`src/hw/hcc_defs.svh`:
```
// Constants for the host channel coupler: function codes, bit positions, widths.
// Assumes inclusion by bare name from the package and both channel ends.
`ifndef HCC_DEFS_SVH
`define HCC_DEFS_SVH

// ****************************************
// Operation function codes
// ****************************************
`define HCC_FC_NULL 3'h0
`define HCC_FC_READ 3'h1
`define HCC_FC_WRITE 3'h2
`define HCC_FC_ILL_A 3'h3
`define HCC_FC_DATA 3'h4
`define HCC_FC_BLKRD 3'h5
`define HCC_FC_ILL_B 3'h6
`define HCC_FC_END 3'h7

// ****************************************
// Normal output channel bit positions
// ****************************************
`define HCC_N6_START_BIT 15
`define HCC_N6_TERM_BIT 14
`define HCC_N6_FUNC_BIT 13
`define HCC_N7_SEL_BIT 3
`define HCC_CONNECT_W 4

// ****************************************
// Normal input channel 5 status bit positions
// ****************************************
`define HCC_N5_ILLEGAL_BIT 15
`define HCC_N5_BUSY_BIT 14
`define HCC_N5_SBU_BIT 13
`define HCC_N5_READY_BIT 12

// ****************************************
// Widths
// ****************************************
`define HCC_HALF_W 16
`define HCC_SBU_AW 15
`define HCC_HLP_AW 21
`define HCC_HLP_HI_W 5

`endif

```
`src/hw/hcc_pkg.sv`:
```
// Types shared by both ends of the host channel coupler.
// Assumes hcc_defs.svh is on the include path.
`default_nettype none
`include "hcc_defs.svh"

package hcc_pkg;

  // ****************************************
  // Coupler states
  // ****************************************
  typedef enum logic [7:0] {
    HCC_IDLE = 8'h01,
    HCC_ARMED = 8'h02,
    HCC_BUF_WR = 8'h04,
    HCC_BUF_WR_WAIT = 8'h08,
    HCC_BUF_RD = 8'h10,
    HCC_BUF_RD_WAIT = 8'h20,
    HCC_CU_WR = 8'h40,
    HCC_CU_RD = 8'h80
  } hcc_dev_e;

  // ****************************************
  // Processor end states
  // ****************************************
  typedef enum logic [3:0] {
    HCC_H_IDLE = 4'h1,
    HCC_H_OP = 4'h2,
    HCC_H_WR = 4'h4,
    HCC_H_RD = 4'h8
  } hcc_host_e;

  typedef struct packed {
    hcc_dev_e state;
    logic is_read;
    logic sel_buf;
    logic [2:0] prev;
    logic [`HCC_SBU_AW-1:0] start_addr;
    logic [`HCC_SBU_AW-1:0] term_addr;
    logic [`HCC_SBU_AW-1:0] addr;
    logic half;
    logic pending;
    logic ready;
    logic illegal;
    logic busy;
    logic [2:0] b2a_code;
    logic [`HCC_HALF_W-1:0] b2a_word;
    logic b2a_send;
    logic b2a_fetch;
    logic mem_rd;
    logic mem_wr;
    logic [`HCC_SBU_AW-1:0] mem_addr;
    logic [`HCC_HALF_W-1:0] mem_wdata;
    logic [`HCC_HALF_W-1:0] nic7;
  } hcc_dev_s;

  typedef struct packed {
    hcc_host_e state;
    logic is_read;
    logic [`HCC_HLP_AW-1:0] addr;
    logic [`HCC_HALF_W-1:0] hi;
    logic have_hi;
    logic half;
    logic [`HCC_HALF_W-1:0] a2b_word;
    logic a2b_valid;
    logic a2b_illegal;
    logic [31:0] peek;
    logic [15:0] words;
  } hcc_host_s;

endpackage

`default_nettype wire

```
`src/hw/hcc_channel_if.sv`:
```
// Word data channel between the coupler (active end) and the processor (passive end).
// Assumes both ends run on the same clock; the testbench joins them.
`default_nettype none

interface hcc_channel_if;
  logic [2:0] b2a_code;
  logic [15:0] b2a_word;
  logic b2a_send;
  logic b2a_fetch;
  logic [15:0] a2b_word;
  logic a2b_valid;
  logic a2b_illegal;

  modport coupler_mp (
    output b2a_code,
    output b2a_word,
    output b2a_send,
    output b2a_fetch,
    input a2b_word,
    input a2b_valid,
    input a2b_illegal
  );

  modport host_mp (
    input b2a_code,
    input b2a_word,
    input b2a_send,
    input b2a_fetch,
    output a2b_word,
    output a2b_valid,
    output a2b_illegal
  );
endinterface

`default_nettype wire

```
`src/hw/hcc_coupler.sv`:
```
// Active coupler end: takes orders from the station control unit channels,
// forwards codes and addresses, and moves words to or from buffer memory.
// Assumes control unit channels and buffer memory share clk_i; memory read
// data follow one cycle after mem_rd_o.
//
// The address map and the strobed register port were left to the implementer.
`default_nettype none
`include "hcc_defs.svh"

// Function
// - Coupler starts every transfer with code, address
// - Transfers move whole 32-bit words only
// - Control unit loads buffer start, end, processor address
// - Buffer transfer ends itself at end address
// - Processor address sent upper five, then sixteen
// - Two halves form a word, first most significant
// - Buffer mode forwards code, then runs alone
// - Buffer block completes without control unit present
// - Control mode: read to input 7, write from 5
// - Control unit moves each half word itself
// - Code 010 writes out; 101, 001 read in
// - Code 000 carries the low address half
// - Code 111 ends the transfer on both ends
// - Illegal codes start nothing, response sets status
// - Coupler sends data code with first half
// - Operation code sits on channel 7 low bits
// - Select bit one buffer, zero control unit
// - Upper address bits come on channel 5
// - Strobe bit latches code, select and address
// - Each coupler answers only its connect code
// - Operation codes go out, responses come back
// - Null code with low address follows op
// - Null code starts buffer mode data movement
module hcc_coupler
  import hcc_pkg::*;
#(
  parameter logic [`HCC_CONNECT_W-1:0] CONNECT_CODE = 4'h1
) (
  // Clock and reset
  input wire logic clk_i,
  input wire logic sys_rst_i,
  // Channel to processor
  hcc_channel_if.coupler_mp ch,
  // Normal output channels
  input wire logic [15:0] noc5_i,
  input wire logic [15:0] noc6_i,
  input wire logic [15:0] noc7_i,
  input wire logic noc5_wr_i,
  input wire logic nic7_rd_i,
  // Normal input channels
  output logic [15:0] nic5_o,
  output logic [15:0] nic7_o,
  // Buffer memory
  output logic [`HCC_SBU_AW-1:0] mem_addr_o,
  output logic mem_rd_o,
  output logic mem_wr_o,
  output logic [15:0] mem_wdata_o,
  input wire logic [15:0] mem_rdata_i
);

  hcc_dev_s r;
  hcc_dev_s n;
  logic connected;
  logic [2:0] strb;
  logic [2:0] rise;
  logic [2:0] code;
  logic at_end;

  // ****************************************
  // Next state
  // ****************************************
  always_comb
  begin
    n = r;
    n.b2a_send = 1'b0;
    n.b2a_fetch = 1'b0;
    n.mem_rd = 1'b0;
    n.mem_wr = 1'b0;
    connected = (noc6_i[`HCC_CONNECT_W-1:0] == CONNECT_CODE);
    strb = {noc6_i[`HCC_N6_START_BIT], noc6_i[`HCC_N6_TERM_BIT], noc6_i[`HCC_N6_FUNC_BIT]}
      & {3{connected}};
    rise = strb & ~r.prev;
    n.prev = strb;
    code = noc7_i[2:0];
    at_end = (r.addr == r.term_addr) && !r.half;
    if (rise[2])
    begin
      n.start_addr = noc7_i[`HCC_SBU_AW-1:0];
    end
    if (rise[1])
    begin
      n.term_addr = noc5_i[`HCC_SBU_AW-1:0];
    end
    case (r.state)
      HCC_BUF_WR:
      begin
        if (at_end)
        begin
          n.b2a_code = `HCC_FC_END;
          n.b2a_word = 16'h0000;
          n.b2a_send = 1'b1;
          n.state = HCC_IDLE;
        end
        else
        begin
          n.mem_rd = 1'b1;
          n.mem_addr = r.addr;
          n.pending = 1'b1;
          n.state = HCC_BUF_WR_WAIT;
        end
      end
      HCC_BUF_WR_WAIT:
      begin
        if (r.pending)
        begin
          n.pending = 1'b0;
        end
        else
        begin
          n.b2a_code = r.half ? `HCC_FC_NULL : `HCC_FC_DATA;
          n.b2a_word = mem_rdata_i;
          n.b2a_send = 1'b1;
          n.addr = r.addr + 15'h0001;
          n.half = ~r.half;
          n.state = HCC_BUF_WR;
        end
      end
      HCC_BUF_RD:
      begin
        if (at_end)
        begin
          n.b2a_code = `HCC_FC_END;
          n.b2a_word = 16'h0000;
          n.b2a_send = 1'b1;
          n.state = HCC_IDLE;
        end
        else
        begin
          n.b2a_fetch = 1'b1;
          n.state = HCC_BUF_RD_WAIT;
        end
      end
      HCC_BUF_RD_WAIT:
      begin
        if (ch.a2b_valid)
        begin
          n.mem_wr = 1'b1;
          n.mem_addr = r.addr;
          n.mem_wdata = ch.a2b_word;
          n.addr = r.addr + 15'h0001;
          n.half = ~r.half;
          n.state = HCC_BUF_RD;
        end
      end
      HCC_CU_WR:
      begin
        if (noc5_wr_i && connected)
        begin
          n.b2a_code = r.half ? `HCC_FC_NULL : `HCC_FC_DATA;
          n.b2a_word = noc5_i;
          n.b2a_send = 1'b1;
          n.half = ~r.half;
        end
      end
      HCC_CU_RD:
      begin
        if (!r.ready && !r.pending)
        begin
          n.b2a_fetch = 1'b1;
          n.pending = 1'b1;
        end
        if (ch.a2b_valid && r.pending)
        begin
          n.nic7 = ch.a2b_word;
          n.ready = 1'b1;
          n.pending = 1'b0;
          n.half = ~r.half;
        end
        if (nic7_rd_i && connected && r.ready)
        begin
          n.ready = 1'b0;
        end
      end
      default:
      begin
        n.state = r.state;
      end
    endcase
    if (rise[0])
    begin
      case (code)
        `HCC_FC_WRITE, `HCC_FC_BLKRD, `HCC_FC_READ:
        begin
          n.sel_buf = noc7_i[`HCC_N7_SEL_BIT];
          n.is_read = (code != `HCC_FC_WRITE);
          n.b2a_code = code;
          n.b2a_word = {11'h000, noc5_i[`HCC_HLP_HI_W-1:0]};
          n.b2a_send = 1'b1;
          n.b2a_fetch = 1'b0;
          n.mem_rd = 1'b0;
          n.mem_wr = 1'b0;
          n.addr = r.start_addr;
          n.half = 1'b0;
          n.pending = 1'b0;
          n.ready = 1'b0;
          n.illegal = 1'b0;
          n.state = HCC_ARMED;
        end
        `HCC_FC_NULL:
        begin
          n.b2a_code = code;
          n.b2a_word = noc5_i;
          n.b2a_send = 1'b1;
          if (r.state == HCC_ARMED)
          begin
            if (r.sel_buf)
            begin
              n.state = r.is_read ? HCC_BUF_RD : HCC_BUF_WR;
            end
            else
            begin
              n.state = r.is_read ? HCC_CU_RD : HCC_CU_WR;
            end
          end
        end
        `HCC_FC_END:
        begin
          n.b2a_code = code;
          n.b2a_word = 16'h0000;
          n.b2a_send = 1'b1;
          n.b2a_fetch = 1'b0;
          n.mem_rd = 1'b0;
          n.mem_wr = 1'b0;
          n.state = HCC_IDLE;
        end
        `HCC_FC_DATA:
        begin
          n.b2a_send = n.b2a_send;
        end
        default:
        begin
          n.b2a_code = code;
          n.b2a_word = 16'h0000;
          n.b2a_send = 1'b1;
          n.b2a_fetch = 1'b0;
          n.mem_rd = 1'b0;
          n.mem_wr = 1'b0;
          n.state = HCC_IDLE;
        end
      endcase
    end
    if (ch.a2b_illegal)
    begin
      n.illegal = 1'b1;
    end
    n.busy = (n.state != HCC_IDLE) && (n.state != HCC_ARMED);
    if (n.sel_buf && n.busy)
    begin
      n.nic7 = {1'b0, n.addr};
    end
  end

  // ****************************************
  // Registers
  // ****************************************
  always_ff @(posedge clk_i or posedge sys_rst_i)
  begin
    if (sys_rst_i)
    begin
      r <= '0;
      r.state <= HCC_IDLE;
    end
    else
    begin
      r <= n;
    end
  end

  // ****************************************
  // Outputs
  // ****************************************
  assign ch.b2a_code = r.b2a_code;
  assign ch.b2a_word = r.b2a_word;
  assign ch.b2a_send = r.b2a_send;
  assign ch.b2a_fetch = r.b2a_fetch;
  assign nic5_o = {r.illegal, r.busy, r.sel_buf, r.ready, 12'h000};
  assign nic7_o = r.nic7;
  assign mem_addr_o = r.mem_addr;
  assign mem_rd_o = r.mem_rd;
  assign mem_wr_o = r.mem_wr;
  assign mem_wdata_o = r.mem_wdata;

endmodule

`default_nettype wire

```
`src/flat_wrapper.sv`:
```
// flat-port wrapper written by rule: the top's interface ports become plain ports
module hcc_coupler_flat import hcc_pkg::*;
#(
  parameter logic [`HCC_CONNECT_W-1:0] CONNECT_CODE = 4'h1
)
  (clk_i, sys_rst_i, noc5_i, noc6_i, noc7_i, noc5_wr_i, nic7_rd_i, nic5_o, nic7_o, mem_addr_o, mem_rd_o, mem_wr_o, mem_wdata_o, mem_rdata_i, ch_b2a_code, ch_b2a_word, ch_b2a_send, ch_b2a_fetch, ch_a2b_word, ch_a2b_valid, ch_a2b_illegal);
  hcc_channel_if ch_i ();
  input wire logic clk_i;
  input wire logic sys_rst_i;
  input wire logic [15:0] noc5_i;
  input wire logic [15:0] noc6_i;
  input wire logic [15:0] noc7_i;
  input wire logic noc5_wr_i;
  input wire logic nic7_rd_i;
  output logic [15:0] nic5_o;
  output logic [15:0] nic7_o;
  output logic [`HCC_SBU_AW-1:0] mem_addr_o;
  output logic mem_rd_o;
  output logic mem_wr_o;
  output logic [15:0] mem_wdata_o;
  input wire logic [15:0] mem_rdata_i;
  output wire logic [$bits(ch_i.b2a_code)-1:0] ch_b2a_code;
  output wire logic [$bits(ch_i.b2a_word)-1:0] ch_b2a_word;
  output wire logic [$bits(ch_i.b2a_send)-1:0] ch_b2a_send;
  output wire logic [$bits(ch_i.b2a_fetch)-1:0] ch_b2a_fetch;
  input wire logic [$bits(ch_i.a2b_word)-1:0] ch_a2b_word;
  input wire logic [$bits(ch_i.a2b_valid)-1:0] ch_a2b_valid;
  input wire logic [$bits(ch_i.a2b_illegal)-1:0] ch_a2b_illegal;
  assign ch_b2a_code = ch_i.b2a_code;
  assign ch_b2a_word = ch_i.b2a_word;
  assign ch_b2a_send = ch_i.b2a_send;
  assign ch_b2a_fetch = ch_i.b2a_fetch;
  assign ch_i.a2b_word = ch_a2b_word;
  assign ch_i.a2b_valid = ch_a2b_valid;
  assign ch_i.a2b_illegal = ch_a2b_illegal;
  hcc_coupler #(.CONNECT_CODE(CONNECT_CODE)) u_core (.clk_i(clk_i), .sys_rst_i(sys_rst_i), .ch(ch_i), .noc5_i(noc5_i), .noc6_i(noc6_i), .noc7_i(noc7_i), .noc5_wr_i(noc5_wr_i), .nic7_rd_i(nic7_rd_i), .nic5_o(nic5_o), .nic7_o(nic7_o), .mem_addr_o(mem_addr_o), .mem_rd_o(mem_rd_o), .mem_wr_o(mem_wr_o), .mem_wdata_o(mem_wdata_o), .mem_rdata_i(mem_rdata_i));
endmodule
```
`config.mk`:
```
export PLATFORM = sky130hd
export DESIGN_NAME = hcc_coupler_flat
export DESIGN_NICKNAME = d
export VERILOG_FILES = /design/src/hw/hcc_pkg.sv /design/src/hw/hcc_channel_if.sv /design/src/hw/hcc_coupler.sv /design/src/flat_wrapper.sv
export VERILOG_INCLUDE_DIRS = /design/src /design/src/hw
export SDC_FILE = /design/constraint.sdc
export NUM_CORES = 1
export LEC_CHECK = 0
export BUFFER_PORTS_ARGS = -buffer_cell sky130_fd_sc_hd__buf_2
export CORE_MARGIN = 4
export CORE_UTILIZATION = 30
export DETAILED_ROUTE_END_ITERATION = 7
export REMOVE_ABC_BUFFERS = 1
export SKIP_LAST_GASP = 1
export SYNTH_ARGS = -nofsm -noshare
export SYNTH_HDL_FRONTEND = slang
export SYNTH_SLANG_ARGS = --single-unit
```
`constraint.sdc`:
```
create_clock -name clk_i -period 5.2 [get_ports clk_i]
set_input_delay 0.26 -clock clk_i [delete_from_list [all_inputs] [get_ports clk_i]]
set_output_delay 0.26 -clock clk_i [all_outputs]
set_load 0.01 [all_outputs]
```
== Word level (Yosys, flattened, before mapping) ==
Index checks and enable logic that the tools add are counted.
W data, S select, Z words.
Cells by class
  multiplexer cells: 46
  bitwise logic cells: 4
  eq/ne operators: 18
  $add $sub $neg: 1
  reductions and logical operators: 25
Operator list (count)
  $mux W16: 5
  $mux W20: 3
  $pmux W15 S2: 2
  $pmux W20 S3: 1
  $pmux W19 S3: 1
  $mux W8: 5
  $mux W19: 2
  $mux W32: 1
  $pmux W8 S4: 1
  $pmux W8 S3: 1
  $mux W23: 1
  $add A15 B1 Y15 const B: 1
  $eq A15 B15 Y1: 1
  $mux W15: 1
  $mux W1: 11
  $mux W10: 1
  $reduce_bool A2 Y1: 5
  $mux W3: 3
  $eq A8 B2 Y1 const B: 1
  $eq A8 B3 Y1 const B: 1
  $eq A8 B4 Y1 const B: 1
  $eq A8 B5 Y1 const B: 1
  $eq A8 B6 Y1 const B: 1
  $eq A8 B7 Y1 const B: 1
  other kinds (26): 42
Storage, ports and cells
  word-level logic and storage cells: 115
  input port bits: 86
  register bits: 133

== Logic depth before layout (Yosys ltp) ==
Gate-level depths: netlist (run 1).
  depth in word-level cells: 12
  gate-level depth with buffers: 10

== Worst setup path before layout (run 1) ==
No wires, ideal clock.
  kind: reg-to-reg
  start point: register u_core.r[126] (netlist name)
  end point: register u_core.r (netlist bit u_core.nic7_o[0])
  required time: 5075 ps
  cell stages (with the launch flop): 11
  period minus slack after synthesis: 2940 ps
  data arrival time: 2815 ps
  setup slack: 2260 ps
  setup time: 125 ps
  cell sequence: dfrtp_1 > buf_4 > or4_4 > buf_6 > nor4_4 > o221ai_2 > a221o_1 > or4_4 > o21ai_4 > buf_12 > mux2_4
Between the ends
  cells in the longest elaborated chain, start to end: 10
  elaborated cells on any way between the ends: 23
  those cells by class: 8 x eq/ne; 10 x mux; 5 x reduce/logical
Ends and longest elaborated chain
  from (decl): line hcc_coupler.sv:61  | hcc_dev_s r;
  from (signal assigned): line hcc_coupler.sv:275  | r <= n;
  $eq A8 B6 Y1, or another cell as far along: line hcc_coupler.sv:94  | case (r.state)
  $pmux W8 S4: line hcc_coupler.sv:94
  $mux W8: line hcc_coupler.sv:214  | if (r.state == HCC_ARMED)
  $pmux W8 S3: line hcc_coupler.sv:191  | case (code)
  $mux W10: line hcc_coupler.sv:189  | if (rise[0])
  $ne A8 B1 Y1 or $ne A8 B2 Y1 (tied branches): line hcc_coupler.sv:256  | n.busy = (n.state != HCC_IDLE) && (n.state != HCC_ARMED);
  $logic_and A1 B1 Y1: line hcc_coupler.sv:256
  $logic_and A1 B1 Y1: line hcc_coupler.sv:257  | if (n.sel_buf && n.busy)
  $reduce_bool A2 Y1 (no source line)
  $reduce_and A2 Y1 (no source line)
Parallel ways exist; a longest one is shown, timed or not. The select of a mux whose other input is x is not followed.
A chain may end at the register's enable or synchronous reset.

== Worst setup path after layout (run 1) ==
  start point: register u_core.r[128] (netlist name)
  end point: register u_core.r (netlist bit u_core.nic7_o[10])
The elaborated chain is that of the path after synthesis.

==> impl_results.md, run 1 <==
- DIE AREA: 26500 um2
- NetSw: 1430 uW
- Starting Density: 30.6%
- Routed vias/inst: 4.55
- Post-synth top area share: 46.0%
- CP Launch Type: flop
- Yosys cell types: 64
- Post-synthesis register bit count: 133
- Worst min-delay path category: in2async
- Largest net degree at the start of global routing: 90
- Fillers: 2416
- Total track usage: 13.7%
- Sequential-to-total area share from yosys stat: 46.4%
- Setup tns final: 0 ns
- Power Dens Cells: 510 nW/um2
- Gate Count Post-Synth: 693
- NumNets Final: 853
- Clock Tree Buf Depth: 2
- Setup-failing EPs final: 0
- Die span in y: 163 um
- Worst Path Max Fanout: 15
- Status: finished clean
- Layout area overhead: 15.1%
- Period utilisation layout: 69.7%
- H-tree depth: 4
- P_leak: 0.00392 uW
- GPL Wtd Cong: 0.814
- Primary FF master, synth: dfrtp_1
- Drt pass-1 iters: 4
- Final Critical Period: 3.63 ns
- Number of global-route vias before repair: 4905
- Drt first-iter violations: 299
- Die X: 163 um
- Pint: 2780 uW
- # diodes: 0
- Global-route wire length before repair: 27.9 mm
- Mapped cell area: 7180 um2
- Worst-path clk slew: 0.06 ns
- Non-filler cells, final: 1097
- I/O Buffers: 149
- Critical path capture point type: flop
- Avg Cell Area, Syn: 10.4 um2
- Routed Antenna Nets: 0
- Top Ports: 172
- Share of synthesized registers carrying an async set or reset: 100%
- RSZ-0062 raised after global routing: no
- Drc violations: 0
- Fin. Hold Viols: 0
- Cts hold-fix bufs: 0
- Avg WL per Cell: 16.5 um
- Number of enable flip-flop cells after synthesis: 0
- Placed Cells incl. Taps: 1065
- Worst-skew pair later-pin latency: 0.42 ns
- Slew @ Worst Pin: 0.868 ns
- Req. time, crit path: 5.50 ns
- Final Skew: 0.00901 ns
- Fraction of layout cells with a size suffix above 1: 36.1%
- Fmax: 0.276 GHz
- Cts bufs inserted: 17
- Clock Sink Count: 133
- Via count: 4996
- MaxCap Viol Count: 0
- Final Max Slew Viols: 0
- Crit path arrival time: 3.93 ns
- Switching portion of total power: 34.0%
- CTS tree: done
- WL final: 18.1 mm
- Clock Power Share: 29.3%
- Part of the power in registers: 39.3%
- Clock root cell: clkbuf_16
- Ys Warns: 0
- Rel. slew slack: 42.2%
- Comb power frac: 31.4%
- Hpwl dp: 13.4 mm
- Largest cells by area after synthesis: dfrtp_1 (46%), mux2_2 (9.9%), buf_4 (8.7%), nand2_1 (4.9%), o21ai_0 (2.8%)
- # rows: 56
- Gr ovfl total: 0
- Largest area contributor in the netlist: dfrtp_1
- Core Area: 23500 um2
- Maximum vdd drop: 0.000204 V
- Setup Buffers After CTS: 0
- Post_cts resized: 0
- Crit Path Category: reg2reg
- Initial antenna violation count: 0
## sequential cells by signal, summed over array words and instances, names as in the netlist
| signal | count |
|---|---|
| u_core.ch.b2a_code | 3 |
| u_core.ch.b2a_fetch | 1 |
| u_core.ch.b2a_send | 1 |
| u_core.ch.b2a_word | 16 |
| u_core.mem_addr_o | 15 |
| u_core.mem_rd_o | 1 |
| u_core.mem_wdata_o | 16 |
| u_core.mem_wr_o | 1 |
| u_core.nic5_o | 4 |
| u_core.nic7_o | 16 |
| u_core.r | 59 |
## kinds of logic after synthesis
logic type                 Yosys count  share of synthesized area, %
adders and majority gates            2                         0.348
buffers and inverters              138                          12.1
other                                1                        0.0522
AOI/OAI and AO/OA                  114                          10.9
xor gates and xnor gates            27                          3.29
DFF                                133                          46.4
muxes                               77                          12.5
and+or+nand+nor                    201                          14.4
## worst paths after layout
check | start | end | slack, ns | cells past startpoint
min reg2reg | u_core.mem_wdata_o[0]$_DFFE_PP0P_ | u_core.mem_wdata_o[0]$_DFFE_PP0P_ | 0.47 | 2
max reg2reg | u_core.r[128]$_DFF_PP0_ | u_core.nic7_o[10]$_DFFE_PP0P_ | 1.57 | 7
min in group clk_i | ch_a2b_illegal | u_core.nic5_o[15]$_DFFE_PP0P_ | 0.03 | 2
min | sys_rst_i | u_core.r[130]$_DFF_PP0_ | 0.01 | 2
max in group asynchronous | sys_rst_i | u_core.mem_addr_o[14]$_DFFE_PP0P_ | 4.07 | 3
max | u_core.r[128]$_DFF_PP0_ | u_core.nic7_o[10]$_DFFE_PP0P_ | 1.57 | 7
## power groups by stage
stage | sequential [uW] | clock [uW] | combinational, uW
4_1_cts | 1660 | 1260 | 1350
6_report | 1660 | 1240 | 1320
3_3_place_gp | 1670 | 0 | 1330
5_1_grt | 1710 | 1310 | 1470
2_1_floorplan | 1710 | 0 | 782
3_5_place_dp | 1670 | 0 | 1350
## area by class of cell
cell class                 count  area (um2)  area share (%)
multi-input combinational    433        3030            36.7
clock buffer                  18         429            5.20
clock inverter                14         176            2.14
tap                          319         399            4.83
sequential                   133        3330            40.3
inverter                      23        91.3            1.11
timing repair buffer         157         806            9.75
## critical path: stages, from the launching register on
cell and delay, ns:
dfrtp_1 0.52, nor4_1 0.67, a31oi_1 0.31, o221a_2 0.33, a221o_1 0.26, or4_4 0.45, o21ai_4 0.54, mux2_2 0.41
## layer usage
layer	up-vias	wire (um)	part of all wire [%]	global-route usage [%]
met5	-	0	0	0
met1	2367	9040	50	20.0
li1	2461	-	-	-
met4	0	250	1.4	4.16
met3	14	1080	5.9	3.26
met2	154	7760	43	20.3
## metrics by stage
step | total power, uW | utilization [%] | hold slack (ns) | worst slack (ns) | cell area (um2)
global route | 4490 | 35.2 | 0.0281 | 1.29 | 8260
finish | 4220 | 35.2 | 0.0118 | 1.57 | 8260
floorplan | 2490 | - | 0.352 | 1.39 | 6440
CTS | 4270 | 35.2 | 0.00792 | 1.54 | 8260
global placement | 2990 | 32.6 | 0.453 | 1.55 | 7650
detailed placement | 3010 | 32.6 | 0.458 | 1.54 | 7650
## synth_stat cells, types with 9 or more instances
| cell type | n |
|---|---|
| mux2_4 | 10 |
| clkbuf_1 | 24 |
| a22oi_1 | 17 |
| xnor2_1 | 21 |
| dfrtp_1 | 132 |
| a21oi_1 | 9 |
| mux2_2 | 63 |
| a22o_1 | 19 |
| nor2_1 | 30 |
| buf_4 | 83 |
| o21ai_0 | 40 |
| nand2_1 | 94 |
| inv_1 | 23 |
| nand4_1 | 10 |
## placed cells by master (no fill, tap or decap), types with 3 or more instances in the layout
master and n:
a21o_1 3, a21oi_1 8, a22o_1 19, a22oi_1 17, a31oi_1 8, and2_1 8, and3_1 3, and4_1 4
buf_2 149, buf_4 8, bufinv_16 3, clkbuf_16 17, clkinvlp_4 5, conb_1 12, dfrtp_1 132, inv_1 22
inv_6 4, mux2_2 63, mux2_4 10, mux2i_1 4, nand2_1 94, nand2b_1 8, nand3_1 7, nand4_1 10
nor2_1 30, nor2b_1 3, nor3_1 6, nor4_1 3, o21ai_0 40, or2_2 3, or4_4 3, xnor2_1 21
xor2_1 6
(Power assumes the default switching activity.)
==> run 2, diff against run 1 <==
Clock period 5.2 ns to 2.91 ns, I/O delays scaled along.
==> run 2 against run 1 <==
Sequential power rose by 70%. Critical path type unchanged. Largest cell class unchanged. Total power rose by 84%. Core utilization rose by 3.9 points. Via count rose by 7.4%.
==> impl_results.md, run 2 (same netlist as run 1, synthesis figures left out) <==
- Largest delay share family, worst path: simple AND/OR/NAND/NOR gates (was compound AO/OA/AOI/OAI gates)
- Setup-failing EPs final: 0 (unchanged)
- Via count: 5367 (was 4996)
- CP Launch Type: flop (unchanged)
- Initial antenna violation count: 0 (unchanged)
- Final core occ: 39.1% (was 35.2%)
- H-tree depth: 4 (unchanged)
- Status: finished clean (unchanged)
- Setup Buffers After CTS: 0 (unchanged)
- Commonest cells after routing, fill and taps aside: buf_2 (149), dfrtp_1 (132), nand2_1 (94) (unchanged)
- Worst-path clk slew: 0.06 ns (about the same)
- CTS tree: done (unchanged)
- Avg WL per Cell: 16.1 um (was 16.5 um)
- Top Ports: 172 (unchanged)
- RSZ-0062 raised after global routing: yes (was no)
- Cts bufs inserted: 17 (unchanged)
- Routed Antenna Nets: 0 (unchanged)
- Critical path capture point type: flop (unchanged)
- Total track usage: 15.0% (was 13.7%)
- Layout area overhead: 27.9% (was 15.1%)
- NumNets Final: 955 (was 853)
- Most used cell, CP: or4_4
- Clock Tree Buf Depth: 2 (unchanged)
- I/O Buffers: 149 (unchanged)
- Fraction of layout cells with a size suffix above 1: 38.3% (was 36.1%)
- Worst-skew pair later-pin latency: 0.42 ns (about the same)
- Final Critical Period: 2.90 ns (was 3.63 ns)
- MaxCap Viol Count: 0 (unchanged)
- GPL Wtd Cong: 0.850 (was 0.814)
- Cell breakdown of the critical path: xor2_1 -> or4_4 -> nor4_4 -> buf_4 -> o31ai_1 -> or4_4 -> o21ai_4 -> buf_12 -> mux2_2 (was nor4_1 -> a31oi_1 -> o221a_2 -> a221o_1 -> or4_4 -> o21ai_4 -> mux2_2)
- Maximum vdd drop: 0.000362 V (was 0.000204 V)
- # diodes: 0 (unchanged)
- Worst min-delay path category: in2reg (was in2async)
- Setup tns final: 0 ns (unchanged)
- Fin. Hold Viols: 0 (unchanged)
- Crit path arrival time: 3.20 ns (was 3.93 ns)
- Routed vias/inst: 4.48 (was 4.55)
- Power Dens Cells: 847 nW/um2 (was 510 nW/um2)
- Die X: 163 um (unchanged)
- Final Skew: 0.0102 ns (was 0.00901 ns)
- DIE AREA: 26500 um2 (unchanged)
- Clock root cell: clkbuf_16 (unchanged)
- Period utilisation layout: 99.5% (was 69.7%)
- Drt pass-1 iters: 4 (unchanged)
- Gr ovfl total: 0 (unchanged)
- Req. time, crit path: 3.22 ns (was 5.50 ns)
- WL final: 19.2 mm (was 18.1 mm)
- Crit Path Category: reg2reg (unchanged)
- Biggest register: u_core.r (unchanged)
- CP max stage delay: 0.59 ns (was 0.67 ns)
- # rows: 56 (unchanged)
- Largest net degree at the start of global routing: 59 (was 90)
- Core Area: 23500 um2 (unchanged)
- Slowest stage cell, crit path: or4_4 (was nor4_1)
- P_leak: 0.00440 uW (was 0.00392 uW)
- Drt first-iter violations: 311 (was 299)
- Total Power: 7780 uW (was 4220 uW)
- Hold WS: 0.0311 ns (was 0.0118 ns)
- Number of global-route vias before repair: 5575 (was 4905)
- Worst Path Max Fanout: 15 (unchanged)
- Slew @ Worst Pin: 0.835 ns (was 0.868 ns)
- Rel. slew slack: 44.3% (was 42.2%)
- Non-filler cells, final: 1199 (was 1097)
- Global-route wire length before repair: 30.7 mm (was 27.9 mm)
- Fillers: 2325 (was 2416)
- Clock Sink Count: 133 (unchanged)
- Die span in y: 163 um (unchanged)
- Most common cell after layout, fill and taps aside: buf_2 (unchanged)
- Drc violations: 0 (unchanged)
- Placed Cells incl. Taps: 1118 (was 1065)
- Max reg flops: 59 (unchanged)
- Starting Density: 30.6% (unchanged)
- Hpwl dp: 14.5 mm (was 13.4 mm)
- Fmax: 0.345 GHz (was 0.276 GHz)
- Final Max Slew Viols: 0 (unchanged)
- Buf/Inv on CP: 2 (was 0)
==> run 2: changes by cell type in the layout (fill, tap and decap cells not counted), moves of 2 or more <==
cell,change
buf_12,+4
buf_4,+49
bufinv_16,-2
clkbuf_8,+2
dlygate4sd3_1,+49
==> run 2: metal layers <==
| metal | vias up | wire length (um) | global-route usage [%] |
|---|---|---|---|
| li1 | 2667 | - | - |
| met5 | - | 0 | 0 |
| met2 | 169 | 8290 | 22.3 |
| met3 | 24 | 1060 | 3.67 |
| met4 | 0 | 336 | 5.18 |
| met1 | 2507 | 9560 | 21.3 |
==> run 2: layout make-up <==
cell class                      instances  area (um2)  area share (%)
Sequential cell                       133        3330            36.3
Multi-Input combinational cell        433        3050            33.2
Timing Repair Buffer                  259        1740            19.0
Clock buffer                           20         457            4.97
Tap cell                              319         399            4.35
Clock inverter                         12         118            1.28
Inverter                               23        91.3           0.995
==> run 2: worst paths after layout <==
kind,start,to,slack [ns],depth (start not counted)
worst max-delay path,u_core.r[92]$_DFFE_PP0P_,u_core.nic7_o[10]$_DFFE_PP0P_,0.01,9
worst min-delay path,noc7_i[0],u_core.ch.b2a_code[0]$_DFF_PP0_,0.03,3
worst max register to register,u_core.r[92]$_DFFE_PP0P_,u_core.nic7_o[10]$_DFFE_PP0P_,0.01,9
worst min register to register,u_core.mem_wdata_o[10]$_DFFE_PP0P_,u_core.mem_wdata_o[10]$_DFFE_PP0P_,0.47,2
max in group asynchronous,sys_rst_i,u_core.r[125]$_DFF_PP1_,1.78,4
min in group asynchronous,sys_rst_i,u_core.nic5_o[14]$_DFF_PP0_,0.32,3
==> run 2: power breakdown <==
part / internal, uW / switching, uW / leakage [uW]
registers: 2450 / 368 / 0.00170
clock network: 1230 / 848 / 0.000270
logic: 1440 / 1440 / 0.00243
==> run 2: timing repair <==
action,in CTS,in global routing
hold buffers,49,0
gates cloned,0,0
gates resized for setup,1,2
endpoints found under the hold margin,115,0
setup endpoints to repair,5,15
==> run 2: per-stage QoR <==
| stage | setup WS, ns | area, um2 |
|---|---|---|
| 3_5_place_dp | -0.00591 | 8100 |
| 5_1_grt | -0.0879 | 9180 |
| 3_3_place_gp | 0.0496 | 8100 |
| 2_1_floorplan | -0.788 | 6440 |
| 6_report | 0.0148 | 9180 |
| 4_1_cts | 0.00393 | 9170 |
==> run 2: worst register-to-register path, cell delays in order, from the launching register on <==
cell and delay [ns]:
dfrtp_1 0.39, xor2_1 0.16, or4_4 0.52, nor4_4 0.13
buf_4 0.18, o31ai_1 0.12, or4_4 0.59, o21ai_4 0.16
buf_12 0.17, mux2_2 0.35
